**src/core/pcd_consts.vh**
```
// Constants for the clock divider and fanout block
`ifndef PCD_CONSTS_VH
`define PCD_CONSTS_VH

// Register byte addresses
`define PCD_ADDR_CTRL      12'h000
`define PCD_ADDR_STATUS    12'h004

// Register decode results
`define PCD_DEC_NONE       2'h0
`define PCD_DEC_CTRL       2'h1
`define PCD_DEC_STATUS     2'h2

// Control register layout
`define PCD_CTRL_W         10
`define PCD_CTRL_RESET     10'h002
`define PCD_CTRL_REF_SEL   0
`define PCD_CTRL_PLL_EN    1
`define PCD_CTRL_OE_N      2
`define PCD_CTRL_FSEL_A    3
`define PCD_CTRL_FSEL_B    4
`define PCD_CTRL_FSEL_C    5
`define PCD_CTRL_FSEL_D    6
`define PCD_CTRL_FB_LO     8
`define PCD_CTRL_FB_HI     9

// Feedback bank codes
`define PCD_FB_BANK_A      2'h0
`define PCD_FB_BANK_B      2'h1
`define PCD_FB_BANK_C      2'h2
`define PCD_FB_BANK_D      2'h3

// Status register layout
`define PCD_STAT_LOCK      0
`define PCD_STAT_BYPASS    1
`define PCD_STAT_REF_SEEN  2
`define PCD_STAT_LOOP_OPEN 3
`define PCD_STAT_PER_LO    16

// Divide ratios of the banks
`define PCD_DIV_A_LO       4'h2
`define PCD_DIV_A_HI       4'h4
`define PCD_DIV_BCD_LO     4'h4
`define PCD_DIV_BCD_HI     4'h8

// Oscillator multiplier while the loop is open (lowest frequency)
`define PCD_MULT_OPEN      4'h1

// Outputs per bank
`define PCD_FAN_A          1
`define PCD_FAN_B          1
`define PCD_FAN_C          2
`define PCD_FAN_D          5

// Reference periods with feedback seen before lock is declared
`define PCD_LOCK_PERIODS   4

`endif

```
**src/core/pcd_sync3.v**
```verilog
// Three-stage pin synchroniser with agreement filter
`timescale 1ns/1ps
module pcd_sync3 #(
  parameter W = 1
) (
  input  wire         clk_in,   // System clock
  input  wire         rst_n_in, // Asynchronous reset, active low
  input  wire         ce_in,    // Clock enable
  input  wire [W-1:0] pin_in,   // Asynchronous pin levels
  output wire [W-1:0] lvl_out   // Filtered synchronous levels
);

  reg [W-1:0] s1_q;
  reg [W-1:0] s2_q;
  reg [W-1:0] s3_q;
  reg [W-1:0] lvl_q;

  genvar i;

  always @(posedge clk_in or negedge rst_n_in)
  begin
    if (!rst_n_in)
    begin
      s1_q <= {W{1'b0}};
      s2_q <= {W{1'b0}};
      s3_q <= {W{1'b0}};
    end
    else if (ce_in)
    begin
      s1_q <= pin_in;
      s2_q <= s1_q;
      s3_q <= s2_q;
    end
  end

  // Each bit only moves when stages two and three agree
  generate
    for (i = 0; i < W; i = i + 1)
    begin : g_bit
      always @(posedge clk_in or negedge rst_n_in)
      begin
        if (!rst_n_in)
          lvl_q[i] <= 1'b0;
        else if (ce_in && (s2_q[i] == s3_q[i]))
          lvl_q[i] <= s3_q[i];
      end
    end
  endgenerate

  assign lvl_out = lvl_q;

endmodule // pcd_sync3

```
**src/core/pcd_bank_div.v**
```verilog
// One output bank: edge-counting divider with fanout
`timescale 1ns/1ps
module pcd_bank_div #(
  parameter [3:0] DIV_LO = 4'h4,
  parameter [3:0] DIV_HI = 4'h8,
  parameter       FANOUT = 1
) (
  input  wire              clk_in,   // System clock
  input  wire              rst_n_in, // Asynchronous reset, active low
  input  wire              ce_in,    // Clock enable
  input  wire              tick_in,  // One rising edge of the source clock
  input  wire              sel_in,   // Divide select, 0 low ratio, 1 high ratio
  input  wire              en_in,    // Outputs enabled
  output wire [FANOUT-1:0] outs_out  // Divided clock, one copy per output
);

  reg  [2:0]        cnt_q;
  reg  [FANOUT-1:0] out_q;
  wire [3:0]        ratio;
  wire [2:0]        half_m1;

  assign ratio   = sel_in ? DIV_HI : DIV_LO;
  assign half_m1 = ratio[3:1] - 3'h1;

  // Counts source edges only, so it holds at any rate down to DC
  always @(posedge clk_in or negedge rst_n_in)
  begin
    if (!rst_n_in)
    begin
      cnt_q <= 3'h0;
      out_q <= {FANOUT{1'b0}};
    end
    else if (ce_in)
    begin
      if (!en_in)
      begin
        cnt_q <= 3'h0;
        out_q <= {FANOUT{1'b0}};
      end
      else if (tick_in)
      begin
        // A select change mid-count toggles at once instead of overrunning
        if (cnt_q >= half_m1)
        begin
          cnt_q <= 3'h0;
          out_q <= ~out_q;
        end
        else
          cnt_q <= cnt_q + 3'h1;
      end
    end
  end

  assign outs_out = out_q;

endmodule // pcd_bank_div

```
**src/core/pcd_clock_fanout.v**
```verilog
// Clock driver: reference select, oscillator model, bank dividers, APB registers
//
// Added by the designer: the register offsets and the APB slave port.
`timescale 1ns/1ps
`include "pcd_consts.vh"

// How it works
// - Reference select 0 takes the differential input, 1 the single-ended one.
// - PLL enable low bypasses the oscillator; reference edges drive the dividers.
// - PLL enable high drives the dividers from the oscillator.
// - Output enable high disables outputs, opens loop, oscillator at minimum, lock lost.
// - Output enable low enables outputs; with PLL enable high it also closes loop, lock returns.
// - Bank A divides by 2 or 4; banks B, C, D by 4 or 8.
// - Oscillator runs at two, four or eight times reference, per feedback bank ratio (A: 2 or 4).
// - Bypass mode is fully static, working down to a stopped reference.
// - Nine outputs: one in A, one in B, two in C, five in D.
module pcd_clock_fanout #(
  parameter ADDR_W       = 12,
  parameter PER_W        = 16,
  parameter LOCK_PERIODS = `PCD_LOCK_PERIODS
) (
  input  wire              ref_clk_in,        // System clock, 40 MHz
  input  wire              rst_n_in,          // Asynchronous reset, active low
  input  wire              ce_in,             // Clock enable, freezes all state when low
  input  wire              psel_in,           // APB select
  input  wire              penable_in,        // APB enable
  input  wire              pwrite_in,         // APB direction, 1 write
  input  wire [ADDR_W-1:0] paddr_in,          // APB byte address
  input  wire [31:0]       pwdata_in,         // APB write data
  output wire [31:0]       prdata_out,        // APB read data
  output wire              pready_out,        // APB ready
  output wire              pslverr_out,       // APB error on unmapped address
  input  wire              diff_ref_p_in,     // Differential reference, true leg
  input  wire              diff_ref_n_in,     // Differential reference, complement leg
  input  wire              single_ref_clk_in, // Single-ended reference clock
  input  wire              feedback_in,       // External feedback from one bank output
  output wire              bank_a_out,        // Bank A clock
  output wire              bank_b_out,        // Bank B clock
  output wire [1:0]        bank_c_outs,       // Bank C clocks
  output wire [4:0]        bank_d_outs,       // Bank D clocks
  output wire              lock_out           // Loop locked
);

  // Register decode shared by the read, write and error paths
  function [1:0] reg_decode;
    input [ADDR_W-1:0] addr;
    begin
      if (addr == `PCD_ADDR_CTRL)
        reg_decode = `PCD_DEC_CTRL;
      else if (addr == `PCD_ADDR_STATUS)
        reg_decode = `PCD_DEC_STATUS;
      else
        reg_decode = `PCD_DEC_NONE;
    end
  endfunction

  // Divide ratio of a bank at its current select
  function [3:0] bank_ratio;
    input [1:0] bank;
    input [3:0] fsel;
    begin
      case (bank)
        `PCD_FB_BANK_A: bank_ratio = fsel[0] ? `PCD_DIV_A_HI : `PCD_DIV_A_LO;
        `PCD_FB_BANK_B: bank_ratio = fsel[1] ? `PCD_DIV_BCD_HI : `PCD_DIV_BCD_LO;
        `PCD_FB_BANK_C: bank_ratio = fsel[2] ? `PCD_DIV_BCD_HI : `PCD_DIV_BCD_LO;
        default:        bank_ratio = fsel[3] ? `PCD_DIV_BCD_HI : `PCD_DIV_BCD_LO;
      endcase
    end
  endfunction

  reg  [`PCD_CTRL_W-1:0] ctrl_q;
  reg  [31:0]            prdata_q;
  reg                    ref_lvl_q;
  reg                    fb_lvl_q;
  reg  [PER_W-1:0]       per_cnt_q;
  reg  [PER_W-1:0]       per_q;
  reg  [PER_W-1:0]       acc_q;
  reg                    fb_seen_q;
  reg  [7:0]             lock_cnt_q;
  reg                    lock_q;

  wire [3:0]             pin_lvl;
  wire                   diff_lvl;
  wire                   ref_lvl;
  wire                   ref_rise;
  wire                   fb_rise;
  wire                   ref_sel;
  wire                   pll_en;
  wire                   oe_n;
  wire [3:0]             fsel;
  wire [1:0]             fb_bank;
  wire                   loop_closed;
  wire [3:0]             mult;
  wire [PER_W:0]         acc_sum;
  wire [PER_W:0]         acc_wrap;
  wire                   acc_over;
  wire                   osc_tick;
  wire                   div_tick;
  wire                   outs_en;
  wire [1:0]             dec;
  wire                   apb_setup;
  wire                   apb_access;
  wire [31:0]            status_word;

  assign ref_sel = ctrl_q[`PCD_CTRL_REF_SEL];
  assign pll_en  = ctrl_q[`PCD_CTRL_PLL_EN];
  assign oe_n    = ctrl_q[`PCD_CTRL_OE_N];
  assign fsel    = ctrl_q[`PCD_CTRL_FSEL_D:`PCD_CTRL_FSEL_A];
  assign fb_bank = ctrl_q[`PCD_CTRL_FB_HI:`PCD_CTRL_FB_LO];

  // APB slave; an access completes in its first access cycle with ce_in high
  assign dec        = reg_decode(paddr_in);
  assign apb_setup  = psel_in & ~penable_in;
  assign apb_access = psel_in & penable_in & ce_in;
  assign pready_out = ce_in;
  assign pslverr_out = psel_in & penable_in & (dec == `PCD_DEC_NONE);
  assign prdata_out = prdata_q;

  always @(posedge ref_clk_in or negedge rst_n_in)
  begin
    if (!rst_n_in)
    begin
      ctrl_q   <= `PCD_CTRL_RESET;
      prdata_q <= 32'h00000000;
    end
    else if (ce_in)
    begin
      if (apb_access && pwrite_in && (dec == `PCD_DEC_CTRL))
        ctrl_q <= pwdata_in[`PCD_CTRL_W-1:0];
      // Read data is captured in the setup cycle so it comes from a flop
      if (apb_setup && !pwrite_in)
      begin
        case (dec)
          `PCD_DEC_CTRL:   prdata_q <= {{(32-`PCD_CTRL_W){1'b0}}, ctrl_q};
          `PCD_DEC_STATUS: prdata_q <= status_word;
          default:         prdata_q <= 32'h00000000;
        endcase
      end
    end
  end

  // Pin inputs come from other clocks and cross through three stages
  pcd_sync3 #(
    .W (4)
  ) u_sync (
    .clk_in   (ref_clk_in),
    .rst_n_in (rst_n_in),
    .ce_in    (ce_in),
    .pin_in   ({feedback_in, single_ref_clk_in, diff_ref_n_in, diff_ref_p_in}),
    .lvl_out  (pin_lvl)
  );

  assign diff_lvl = pin_lvl[0] & ~pin_lvl[1];
  assign ref_lvl  = ref_sel ? pin_lvl[2] : diff_lvl;

  always @(posedge ref_clk_in or negedge rst_n_in)
  begin
    if (!rst_n_in)
    begin
      ref_lvl_q <= 1'b0;
      fb_lvl_q  <= 1'b0;
    end
    else if (ce_in)
    begin
      ref_lvl_q <= ref_lvl;
      fb_lvl_q  <= pin_lvl[3];
    end
  end

  assign ref_rise = ref_lvl & ~ref_lvl_q;
  assign fb_rise  = pin_lvl[3] & ~fb_lvl_q;

  // Loop is closed only with the oscillator in use and outputs on
  assign loop_closed = pll_en & ~oe_n;
  // Feedback bank ratio sets the multiplier; open loop falls to minimum
  assign mult = loop_closed ? bank_ratio(fb_bank, fsel) : `PCD_MULT_OPEN;

  // Reference period in system cycles, saturating for a stopped reference
  always @(posedge ref_clk_in or negedge rst_n_in)
  begin
    if (!rst_n_in)
    begin
      per_cnt_q <= {PER_W{1'b0}};
      per_q     <= {PER_W{1'b0}};
    end
    else if (ce_in)
    begin
      if (ref_rise)
      begin
        per_q     <= per_cnt_q;
        per_cnt_q <= {{(PER_W-1){1'b0}}, 1'b1};
      end
      else if (per_cnt_q != {PER_W{1'b1}})
        per_cnt_q <= per_cnt_q + {{(PER_W-1){1'b0}}, 1'b1};
    end
  end

  // Oscillator model: mult ticks per reference period, realigned on each edge
  assign acc_sum  = {1'b0, acc_q} + {{(PER_W-3){1'b0}}, mult};
  assign acc_over = (per_q != {PER_W{1'b0}}) && (acc_sum >= {1'b0, per_q});
  assign acc_wrap = acc_sum - {1'b0, per_q};
  assign osc_tick = ref_rise | acc_over;

  always @(posedge ref_clk_in or negedge rst_n_in)
  begin
    if (!rst_n_in)
      acc_q <= {PER_W{1'b0}};
    else if (ce_in)
    begin
      if (ref_rise)
        acc_q <= {PER_W{1'b0}};
      else if (acc_over)
        acc_q <= acc_wrap[PER_W-1:0];
      else if (per_q != {PER_W{1'b0}})
        acc_q <= acc_sum[PER_W-1:0];
    end
  end

  // Bypass counts reference edges directly, so no minimum rate applies
  assign div_tick = pll_en ? osc_tick : ref_rise;
  assign outs_en  = ~oe_n;

  // Lock needs feedback edges in consecutive reference periods
  always @(posedge ref_clk_in or negedge rst_n_in)
  begin
    if (!rst_n_in)
    begin
      fb_seen_q  <= 1'b0;
      lock_cnt_q <= 8'h00;
      lock_q     <= 1'b0;
    end
    else if (ce_in)
    begin
      if (!loop_closed)
      begin
        fb_seen_q  <= 1'b0;
        lock_cnt_q <= 8'h00;
        lock_q     <= 1'b0;
      end
      else if (ref_rise)
      begin
        // A feedback edge in the same cycle starts the next period's credit
        fb_seen_q <= fb_rise;
        if (fb_seen_q)
        begin
          if (lock_cnt_q >= LOCK_PERIODS[7:0] - 8'h01)
            lock_q <= 1'b1;
          else
            lock_cnt_q <= lock_cnt_q + 8'h01;
        end
        else
        begin
          lock_cnt_q <= 8'h00;
          lock_q     <= 1'b0;
        end
      end
      else if (fb_rise)
        fb_seen_q <= 1'b1;
    end
  end

  assign lock_out = lock_q;

  assign status_word = {per_q,
                        {(`PCD_STAT_PER_LO-`PCD_STAT_LOOP_OPEN-1){1'b0}},
                        ~loop_closed,
                        per_q != {PER_W{1'b0}},
                        ~pll_en,
                        lock_q};

  // Four banks, nine outputs in all
  pcd_bank_div #(
    .DIV_LO (`PCD_DIV_A_LO),
    .DIV_HI (`PCD_DIV_A_HI),
    .FANOUT (`PCD_FAN_A)
  ) u_bank_a (
    .clk_in   (ref_clk_in),
    .rst_n_in (rst_n_in),
    .ce_in    (ce_in),
    .tick_in  (div_tick),
    .sel_in   (fsel[0]),
    .en_in    (outs_en),
    .outs_out (bank_a_out)
  );

  pcd_bank_div #(
    .DIV_LO (`PCD_DIV_BCD_LO),
    .DIV_HI (`PCD_DIV_BCD_HI),
    .FANOUT (`PCD_FAN_B)
  ) u_bank_b (
    .clk_in   (ref_clk_in),
    .rst_n_in (rst_n_in),
    .ce_in    (ce_in),
    .tick_in  (div_tick),
    .sel_in   (fsel[1]),
    .en_in    (outs_en),
    .outs_out (bank_b_out)
  );

  pcd_bank_div #(
    .DIV_LO (`PCD_DIV_BCD_LO),
    .DIV_HI (`PCD_DIV_BCD_HI),
    .FANOUT (`PCD_FAN_C)
  ) u_bank_c (
    .clk_in   (ref_clk_in),
    .rst_n_in (rst_n_in),
    .ce_in    (ce_in),
    .tick_in  (div_tick),
    .sel_in   (fsel[2]),
    .en_in    (outs_en),
    .outs_out (bank_c_outs)
  );

  pcd_bank_div #(
    .DIV_LO (`PCD_DIV_BCD_LO),
    .DIV_HI (`PCD_DIV_BCD_HI),
    .FANOUT (`PCD_FAN_D)
  ) u_bank_d (
    .clk_in   (ref_clk_in),
    .rst_n_in (rst_n_in),
    .ce_in    (ce_in),
    .tick_in  (div_tick),
    .sel_in   (fsel[3]),
    .en_in    (outs_en),
    .outs_out (bank_d_outs)
  );

endmodule // pcd_clock_fanout

```
**config.mk**
```make
export PLATFORM = sky130hd
export DESIGN_NAME = pcd_clock_fanout
export DESIGN_NICKNAME = d
export VERILOG_FILES = /design/src/core/pcd_sync3.v /design/src/core/pcd_bank_div.v /design/src/core/pcd_clock_fanout.v
export VERILOG_INCLUDE_DIRS = /design/src /design/src/core
export SDC_FILE = /design/constraint.sdc
export NUM_CORES = 1
export LEC_CHECK = 0
export BUFFER_PORTS_ARGS = -buffer_cell sky130_fd_sc_hd__buf_4
export CAP_MARGIN = 15
export CORE_MARGIN = 1
export CORE_UTILIZATION = 57
export CTS_CLUSTER_SIZE = 24
export DETAILED_ROUTE_END_ITERATION = 16
export PLACE_DENSITY = 0.79
export SYNTH_ARGS = -nofsm -noshare
export SYNTH_HDL_FRONTEND = slang
export SYNTH_SLANG_ARGS = --single-unit
```
**constraint.sdc**
```tcl
create_clock -name ref_clk_in -period 6.37 [get_ports ref_clk_in]
set_clock_uncertainty 0.05 [all_clocks]
set_input_delay 0.9555 -clock ref_clk_in [delete_from_list [all_inputs] [get_ports ref_clk_in]]
set_output_delay 0.9555 -clock ref_clk_in [all_outputs]
set_load 0.03 [all_outputs]
```
---- Word-level counts from Yosys, hierarchy flattened ----
Index checks and enable logic that the tools add are counted.
operators by class
  add/sub/neg operators ................... 12
  multiply operators ...................... 0
  div/mod/pow operators ................... 0
  order comparisons ....................... 6
  equal/unequal tests ..................... 14
  shift-type cells ........................ 0
  mux-type cells .......................... 51
  bitwise operators ....................... 20
  reductions and logical operators ........ 33
operators with widths
  kind                                                  number
  two-way mux 16 bit                                    5
  one-hot mux 32 bit (2 select lines)                   1
  two-way mux 3 bit                                     13
  two-way mux 8 bit                                     4
  AND reduction 3 bit                                   6
  adder 16 x 4 -> 17 bit                                1
  >= comparator 17 x 16 -> 1 bit                        1
  adder 16 x 1 -> 16 bit, second input constant         1
  two-way mux 4 bit                                     4
  != test 16 bit, second input constant                 1
  nonzero test 16 bit                                   1
  subtractor 16 bit                                     1
  two-way mux 1 bit                                     15
  two-way mux 5 bit                                     3
  AND reduction 2 bit                                   7
  adder 3 x 1 -> 3 bit, second input constant           4
  equality test 12 x 3 -> 1 bit, second input constant  1
  >= comparator 3 bit                                   4
  logical NOT 12 bit                                    1
  one-hot mux 4 bit (3 select lines)                    1
  nonzero test 2 bit                                    6
  subtractor 3 x 1 -> 3 bit, second input constant      4
  two-way mux 2 bit                                     5
  NOT 1 bit                                             9
  other kinds (16)                                      37
storage, ports and cells
  bits in registers ....................... 139
  bits in latches ......................... 0
  RAM bits ................................ 0
  ROM bits ................................ 0
  input port bits ......................... 54
  output and inout bits ................... 44
  word-level logic and storage cells ...... 161
  memories ................................ 0

---- Depth between registers and ports, before layout ----
Gate-level depths: netlist (run 1).
  depth after elaboration ................. 10
  mapped depth ............................ 21
  depth with buffers taken out ............ 18

---- Modules after synthesis ----
Synthesis (run 1) repeated with hierarchy kept, for this count alone.
second synthesis, totals
  cells, all modules ...................... 738
  area, all modules ....................... 7549.7 µm²
modules (own cells, without submodules)
  module                    instances  cells an instance  area each (µm²)
  pcd_clock_fanout          1          578                5631.7
  pcd_sync3                 1          42                 644.4
  pcd_bank_div at u_bank_d  1          44                 490.5
  pcd_bank_div at u_bank_c  1          30                 304.0
  pcd_bank_div at u_bank_b  1          25                 245.2
  pcd_bank_div at u_bank_a  1          19                 234.0

---- Worst setup path after synthesis (run 1) ----
Ideal clock, no wire load.
  path kind ............................... register -> register
  from .................................... register ctrl_q[1]
  to ...................................... register u_bank_b.cnt_q[0]
  arrival ................................. 4.385 ns
  required time ........................... 6.195 ns
  slack ................................... 1.810 ns
  stages on the path, launching flop included .. 18
  period minus slack after synthesis ...... 4.560 ns
  path through ............................ dfstp_2 -> nor2b_1 -> clkinv_1 -> nor4_1 -> ha_1 -> a21o_1 -> a21oi_1 -> o21bai_1 -> and2_1 -> xor2_1 -> ha_1 -> and4_1 -> a311oi_1 -> o211a_1 -> a21boi_1 -> a31o_2 -> buf_4 -> mux2_2
between the ends
  word-level cells in the longest chain between the ends .. 9
RTL lines
  element                          line                    text
  start, declared                  pcd_clock_fanout.v:71   reg [`PCD_CTRL_W-1:0] ctrl_q;
  start signal, assigned           pcd_clock_fanout.v:123  ctrl_q <= `PCD_CTRL_RESET;
  start signal, assigned           pcd_clock_fanout.v:129  ctrl_q <= pwdata_in[`PCD_CTRL_W-1:0];
  bitwise AND 1 bit                pcd_clock_fanout.v:174  assign loop_closed = pll_en & ~oe_n;
  two-way mux 4 bit (no line)      --
  adder 16 x 4 -> 17 bit           pcd_clock_fanout.v:199  assign acc_sum = {1'b0, acc_q} + {{(PER_W-3){1'b0}}, mult};
  >= comparator 17 x 16 -> 1 bit   pcd_clock_fanout.v:200  assign acc_over = (per_q != {PER_W{1'b0}}) && (acc_sum >= {1'b0, per_q});
  logical AND 1 bit                pcd_clock_fanout.v:200
  bitwise OR 1 bit                 pcd_clock_fanout.v:202  assign osc_tick = ref_rise | acc_over;
  two-way mux 1 bit *              pcd_clock_fanout.v:220  assign div_tick = pll_en ? osc_tick : ref_rise;
  nonzero test 2 bit (no line) *   --
  AND reduction 2 bit (no line) *  --
  end signal, assigned             pcd_bank_div.v:49       cnt_q <= cnt_q + 3'h1;
  end, declared                    pcd_bank_div.v:17       reg [2:0] cnt_q;
Every way passes the cells marked *; elsewhere a longest branch is shown, timed or not.
A chain may end at the register's enable or synchronous reset.

---- Worst setup path after layout (run 1) ----
  from .................................... register ctrl_q[1]
  to ...................................... register u_bank_c.cnt_q[0]
between the ends
  word-level cells in the longest chain between the ends .. 9
RTL lines
  element                          line
  bitwise AND 1 bit                pcd_clock_fanout.v:174
  two-way mux 4 bit (no line)      --
  adder 16 x 4 -> 17 bit           pcd_clock_fanout.v:199
  >= comparator 17 x 16 -> 1 bit   pcd_clock_fanout.v:200
  logical AND 1 bit                pcd_clock_fanout.v:200
  bitwise OR 1 bit                 pcd_clock_fanout.v:202
  two-way mux 1 bit *              pcd_clock_fanout.v:220
  nonzero test 2 bit (no line) *   --
  AND reduction 2 bit (no line) *  --
  end signal, assigned             pcd_bank_div.v:49
  end, declared                    pcd_bank_div.v:17
Marked as above.

==> flow_summary.json, run 1 <==
{
  "status": "complete, no violations",
  "hold_path.class": "reg -> reg",
  "clock-sinks": 133,
  "area_growth_pct": 17.8,
  "place_congestion": 0.916,
  "setup-violations-final": 0,
  "layout.cells.non_filler": 973,
  "slew_viol_final": 0,
  "yosys_warnings": 0,
  "async_reset_ff_share_pct": 100,
  "synthSimpleGateAreaFrac_pct": 14.7,
  "drt_iter0_drc": 376,
  "r2r_cells": 16,
  "clock_path_buffers": 2,
  "yosysUniqueCellTypes": 68,
  "rsz0062_at_grt": "no",
  "pwr-share-clk_pct": 25.3,
  "grt_usage_pct": 27.4,
  "power_density_mw_per_mm2": 487,
  "ys.flop_type": "dfrtp_1",
  "synth-xor-area-share_pct": 4.52,
  "synthMuxAreaShare_pct": 6.71,
  "grt_max_degree": 83,
  "cp_data_arrival_time_ns": 5.77,
  "path_class": "reg -> reg",
  "antenna_found_initial": 0,
  "ys_ff_latch": 133,
  "initial_core_util_pct": 59.0,
  "cts_tree": "yes",
  "via_count": 5727,
  "endpoint_kind": "flip-flop",
  "critPathMaxFanout": 21,
  "synthAdderAreaFrac_pct": 5.79,
  "wire_per_inst_um": 16.9,
  "hold_depth": 1,
  "synth_edf_count": 0,
  "ios": 98,
  "synth_top_family_by_area": "compound AO/OA/AOI/OAI gates",
  "worst_pin_slew_ns": 1.11,
  "core_region_area_mm2": 0.0122,
  "fin_tns_setup_ns": 0,
  "final.min_clock_period_ns": 5.52,
  "cp.required_ns": 6.62,
  "syn_inst": 726,
  "clockRootBuffer": "clkbuf_16",
  "switchingPower_uw": 1610,
  "ctsResizeCount": 0,
  "dieArea_mm2": 0.0130,
  "intPower_uw": 2510,
  "swShare_pct": 39.0,
  "cp-start-kind": "flip-flop",
  "multiInputGateArea_mm2": 0.00353,
  "clk_pin_slew_ns": 0.06,
  "period_share_pct": 86.7,
  "synth_compound_area_share_pct": 17.1,
  "mostFrequentLayoutCells": "dfrtp_1 (132), buf_4 (78), nand2_1 (75)",
  "io_buffer_count": 69,
  "avgSynthCellArea_um2": 9.88,
  "grt_pass1_vias": 5784,
  "seqCellArea_mm2": 0.00333,
  "firstDrtPassIters": 5,
  "postRouteAntennaNets": 0,
  "via_per_inst": 5.89,
  "ctsHoldBuffers": 0,
  "diodes": 0,
  "power_frac_seq_pct": 29.6,
  "drv_cap": 0,
  "seq_area_frac_synth_pct": 46.4,
  "slew_headroom_pct": 25.3,
  "dp_cells": 940,
  "fill_cells": 898,
  "slowest_stage": "dfstp_2",
  "nNetsFinal": 878,
  "crit_chain": "nor2b_1 > clkinv_1 > nor4_1 > ha_1 > a21o_1 > a21oi_1 > o21bai_1 > and2_1 > xor2_1 > ha_1 > and4_1 > a311oi_1 > o211a_1 > a21boi_2 > a31o_2 > mux2_2",
  "fmaxAchievable_mhz": 181,
  "hpwl_um": 11400,
  "die_x_um": 114,
  "combPwrFrac_pct": 45.1,
  "cts_buffers": 17,
  "slowest_delay_ns": 0.56,
  "htreeDepth": 4,
  "post_dp_cell_area_mm2": 0.00782,
  "grt_overflow": 0,
  "routed_wl_um": 16400,
  "grt_pass1_wl_um": 27700,
  "drive_above_1_share_pct": 18.0,
  "utilization_pct": 69.5,
  "p_leak_uw": 0.00389,
  "clock_latency_ns": 0.42,
  "layout_commonest_cell": "dfrtp_1",
  "cpMostUsedCell": "ha_1",
  "post-cts-setup-buffers": 0,
  "synth_area_mm2": 0.00718,
  "fin_area_mm2": 0.00845,
  "hold_violations": 0,
  "drc": 0,
  "rows": 40,
  "peakVddDrop_v": 0.000280,
  "die_h_um": 114
}
## layer usage
metal	part of all wire, %	up-vias	global-route usage, %
met2	50	172	46.4
met3	4.6	26	6.51
met4	2.3	0	10.9
met5	0	-	0
li1	-	2736	-
met1	43	2793	34.0
## area by class of cell
type                       instances  area share (%)
clock buffer                      24            5.70
clock inverter                     8            1.76
inverter                          42            1.87
multi-input combinational        519            41.8
sequential                       133            39.4
tap                              168            2.49
timing repair buffer              79            6.97
## cells by family (layout without fill, tap and decap cells)
group	after synthesis	after routing
AND/OR/NAND/NOR	213	213
AO/OA/AOI/OAI	186	186
flip-flops	133	133
buffers and inverters	79	153
multiplexers	45	45
XOR/XNOR	37	37
adder cells (fa/ha/maj)	32	32
other	1	6
## power by group through the flow
stage | logic, µW | registers, µW | clock network, µW
after global placement | 1740 | 1210 | 0
final | 1860 | 1220 | 1040
after global routing | 2060 | 1250 | 1090
after CTS | 1840 | 1210 | 1060
after detailed placement | 1820 | 1230 | 0
after floorplan | 1360 | 1230 | 0
## worst max-delay path, delay by kind of cell, from the launching register on
kind	cells	cell delay (ns)
adders and majority gates	2	0.73
xor gates and xnor gates	1	0.16
and+or+nand+nor	4	1.38
muxes	1	0.40
DFF	1	0.56
buffers and inverters	1	0.34
AOI/OAI and AO/OA	7	1.76
## synth_stat cells, types with 2 or more instances
master	number	area share [%]
nand4_1	10	0.87
and4_1	3	0.37
a31oi_1	9	0.78
xnor2_1	20	2.4
nor2b_1	8	0.70
clkbuf_1	23	1.2
mux2i_1	20	2.8
o2bb2ai_1	2	0.24
o21a_1	4	0.42
mux2_2	24	3.8
a21oi_1	43	3.0
buf_2	5	0.35
nand3b_1	2	0.21
inv_1	41	2.1
nand3_1	15	1.0
a21o_1	6	0.63
o21ai_0	49	3.4
o211ai_1	4	0.42
xor2_1	17	2.1
a211oi_1	9	0.94
nand2b_1	8	0.70
nor3_1	14	0.98
a2111oi_0	3	0.37
nand2_1	75	3.9
buf_4	8	0.84
nor2_1	37	1.9
o21bai_1	4	0.42
nor4_1	12	1.0
o31ai_1	9	0.94
or3_1	7	0.61
ha_1	30	5.2
or3b_2	2	0.24
a211o_1	2	0.24
fa_1	2	0.56
a311oi_1	2	0.24
dfrtp_1	132	46
and3_1	5	0.44
a22o_1	22	2.7
nor3_2	2	0.28
and2_1	8	0.70
## final timing paths
path	start	to	slack, ns
max in group asynchronous	rst_n_in	u_sync.s1_q[1]	4.24
hold / removal	fb_lvl_q	fb_seen_q	0.40
setup reg to reg	ctrl_q[1]	u_bank_c.cnt_q[0]	0.85
min in group asynchronous	rst_n_in	prdata_out[23]	0.53
hold reg to reg	fb_lvl_q	fb_seen_q	0.40
setup / recovery	ctrl_q[1]	u_bank_c.cnt_q[0]	0.85
## state kept, by name (all words and copies together), names as in the netlist, 2 cells and up
register and flops:
prdata_out 26, u_bank_c.cnt_q 3, u_bank_c.outs_out 2, u_bank_b.cnt_q 3
u_bank_d.cnt_q 3, lock_cnt_q 8, u_sync.s2_q 4, u_bank_a.cnt_q 3
per_q 16, u_sync.s1_q 4, ctrl_q 10, per_cnt_q 16
acc_q 16, u_sync.lvl_out 4, u_sync.s3_q 4, u_bank_d.outs_out 5
## metrics by stage
| step | total power (µW) | setup WS [ns] | hold slack (ns) |
|---|---|---|---|
| 2_1_floorplan | 2590 | 1.81 | 0.379 |
| 3_3_place_gp | 2950 | 1.04 | 0.388 |
| 3_5_place_dp | 3040 | 0.901 | 0.398 |
| 5_1_grt | 4400 | 0.355 | 0.443 |
| 6_report | 4120 | 0.848 | 0.404 |
| 4_1_cts | 4110 | 0.861 | 0.406 |
(Power assumes the default switching activity.)
==> run 2, diff against run 1 <==
--- a/config.mk
+++ b/config.mk
@@ -10,9 +10,11 @@
 export CAP_MARGIN = 15
 export CORE_MARGIN = 1
 export CORE_UTILIZATION = 57
+export CTS_BUF_LIST = sky130_fd_sc_hd__clkbuf_4 sky130_fd_sc_hd__clkbuf_8 sky130_fd_sc_hd__clkbuf_16
 export CTS_CLUSTER_SIZE = 24
 export DETAILED_ROUTE_END_ITERATION = 16
 export PLACE_DENSITY = 0.79
+export RECOVER_POWER = 50
 export SYNTH_ARGS = -nofsm -noshare
 export SYNTH_HDL_FRONTEND = slang
 export SYNTH_SLANG_ARGS = --single-unit
==> run 2 against run 1 <==
The run now ends with capacitance limit, slew limit left. Via count decreased by 0.75%. Non-clock buffer count unchanged. Count of clock-buffer cells in the layout is the same. Largest cell class unchanged. Highest routed layer unchanged.
==> flow_summary.json, run 2 (synthesis results as in run 1) <==
{
  "use_met2_pct": 46.6,
  "nNetsFinal": 878,
  "clock_latency_ns": 0.42,
  "dieArea_mm2": 0.0130,
  "path_class": "reg -> reg",
  "rows": 40,
  "drive_above_1_share_pct": 13.4,
  "grt_max_degree": 83,
  "largest_reg_flops": 26,
  "critPathMaxFanout": 21,
  "fmaxAchievable_mhz": 178,
  "r2r_cells": 17,
  "crit_chain": "nor2b_1 > clkinv_1 > nor4_1 > ha_1 > a21o_1 > a21oi_1 > o21bai_1 > nand2_1 > xnor2_1 > ha_1 > o21a_1 > o2111ai_1 > a31oi_1 > o21ai_1 > a21boi_2 > a31o_2 > mux2_2",
  "grt_overflow": 0,
  "clockRootBuffer": "clkbuf_16",
  "dp_cells": 940,
  "hold_depth": 1,
  "grt_pass1_wl_um": 27800,
  "fin_tns_setup_ns": 0,
  "cpMostUsedCell": "ha_1",
  "rr_endpoint": "u_bank_c.cnt_q[0]",
  "swShare_pct": 39.1,
  "drt_iter0_drc": 377,
  "firstDrtPassIters": 5,
  "via_per_inst": 5.84,
  "slowest_stage": "a31o_2",
  "period_share_pct": 88.0,
  "endpoint_kind": "flip-flop",
  "switchingPower_uw": 1610,
  "clock-sinks": 133,
  "layout_commonest_cell": "dfrtp_1",
  "cp-start-kind": "flip-flop",
  "min_to": "fb_seen_q",
  "clock_path_buffers": 2,
  "rrSetupSlack_ns": 0.77,
  "peakVddDrop_v": 0.000280,
  "slew_headroom_pct": -92.9,
  "violations": "capacitance limit, slew limit",
  "setup-violations-final": 0,
  "area_growth_pct": 15.8,
  "status": "finished, violations left",
  "routed_wl_um": 16500,
  "cts_buffers": 17,
  "power_density_mw_per_mm2": 495,
  "hpwl_um": 11400,
  "hold_path.class": "reg -> reg",
  "htreeDepth": 4,
  "mostFrequentLayoutCells": "dfrtp_1 (132), nand2_1 (75), o21ai_0 (49)",
  "die_h_um": 114,
  "slowest_delay_ns": 0.57,
  "rsz0062_at_grt": "no",
  "use_met1_pct": 33.9,
  "core_region_area_mm2": 0.0122,
  "slew_viol_final": 260,
  "place_congestion": 0.916,
  "layout.cells.non_filler": 973,
  "combPwrFrac_pct": 44.7,
  "cp_data_arrival_time_ns": 5.85,
  "clk_pin_slew_ns": 0.06,
  "worstReg2RegStart": "ctrl_q[1]",
  "drc": 0,
  "grt_usage_pct": 27.5,
  "grt_pass1_vias": 5791,
  "utilization_pct": 68.3,
  "cp.required_ns": 6.61,
  "intPower_uw": 2500,
  "pwr-share-clk_pct": 25.6,
  "grt-busiest-layer": "met2",
  "hold_start": "fb_lvl_q",
  "p_leak_uw": 0.00373,
  "final.min_clock_period_ns": 5.60,
  "power_frac_seq_pct": 29.7,
  "post-cts-setup-buffers": 0,
  "die_x_um": 114,
  "wire_per_inst_um": 16.9,
  "cts_tree": "yes",
  "drv_cap": 5,
  "worst_pin_slew_ns": 2.89,
  "ios": 98,
  "totalPowerFinal_uw": 4110,
  "hold_violations": 0,
  "antenna_found_initial": 0,
  "ctsHoldBuffers": 0,
  "io_buffer_count": 69,
  "initial_core_util_pct": 59.0,
  "ctsResizeCount": 0,
  "postRouteAntennaNets": 0,
  "use_met3_pct": 6.62,
  "diodes": 0,
  "via_count": 5684
}
[run 2: cell count changes in the layout (fill, tap and decap cells not counted)]
cell / change
clkbuf_1: +37
clkbuf_4: +4
and2_1: -3
clkbuf_2: +1
and2_0: +3
buf_4: -42
[run 2: final cells by class]
| class | instances | area [µm²] |
|---|---|---|
| sequential | 133 | 3330 |
| clock buffer | 24 | 497 |
| fill | 936 | 3850 |
| inverter | 42 | 158 |
| multi-input combinational | 519 | 3530 |
| clock inverter | 8 | 149 |
| timing repair buffer | 79 | 433 |
| tap | 168 | 210 |
[run 2: metal layers]
layer,share of wire (%),wire length [µm]
met5,0,0
met4,2.2,362
met3,4.3,714
met2,50,8270
met1,43,7100
[run 2: power groups by stage]
stage / registers, µW / logic [µW] / clock network, µW
detailed placement: 1230 / 1820 / 0
CTS: 1210 / 1840 / 1070
floorplan: 1230 / 1360 / 0
finish: 1220 / 1840 / 1050
global placement: 1210 / 1740 / 0
global route: 1250 / 2040 / 1110
[run 2: critical path: cells and delay by family (launching register included)]
| kind | cells | cell delay [ns] |
|---|---|---|
| AO/OA/AOI/OAI | 9 | 2.21 |
| XOR/XNOR | 1 | 0.10 |
| adder cells (fa/ha/maj) | 2 | 0.76 |
| buffers and inverters | 1 | 0.35 |
| flip-flops | 1 | 0.56 |
| multiplexers | 1 | 0.42 |
| AND/OR/NAND/NOR | 3 | 1.04 |
[run 2: worst max-delay path by stage]
stage	from	endpoint	slack [ns]	depth (start not counted)
CTS	ctrl_q[1]	u_bank_c.cnt_q[0]	0.84	17
global placement	ctrl_q[1]	u_bank_d.cnt_q[0]	1.04	16
global route	ctrl_q[1]	u_bank_c.cnt_q[0]	0.35	17
detailed placement	ctrl_q[1]	u_bank_c.cnt_q[0]	0.90	17
finish	ctrl_q[1]	u_bank_c.cnt_q[0]	0.77	17
floorplan	ctrl_q[1]	u_bank_b.cnt_q[0]	1.81	17
[run 2: stage by stage]
| step | hold slack [ns] | setup WS, ns | instance area, µm² |
|---|---|---|---|
| after floorplan | 0.379 | 1.81 | 7190 |
| after global placement | 0.388 | 1.04 | 7820 |
| after detailed placement | 0.398 | 0.901 | 7820 |
| after CTS | 0.406 | 0.836 | 8460 |
| after global routing | 0.443 | 0.348 | 8310 |
| final | 0.404 | 0.765 | 8310 |
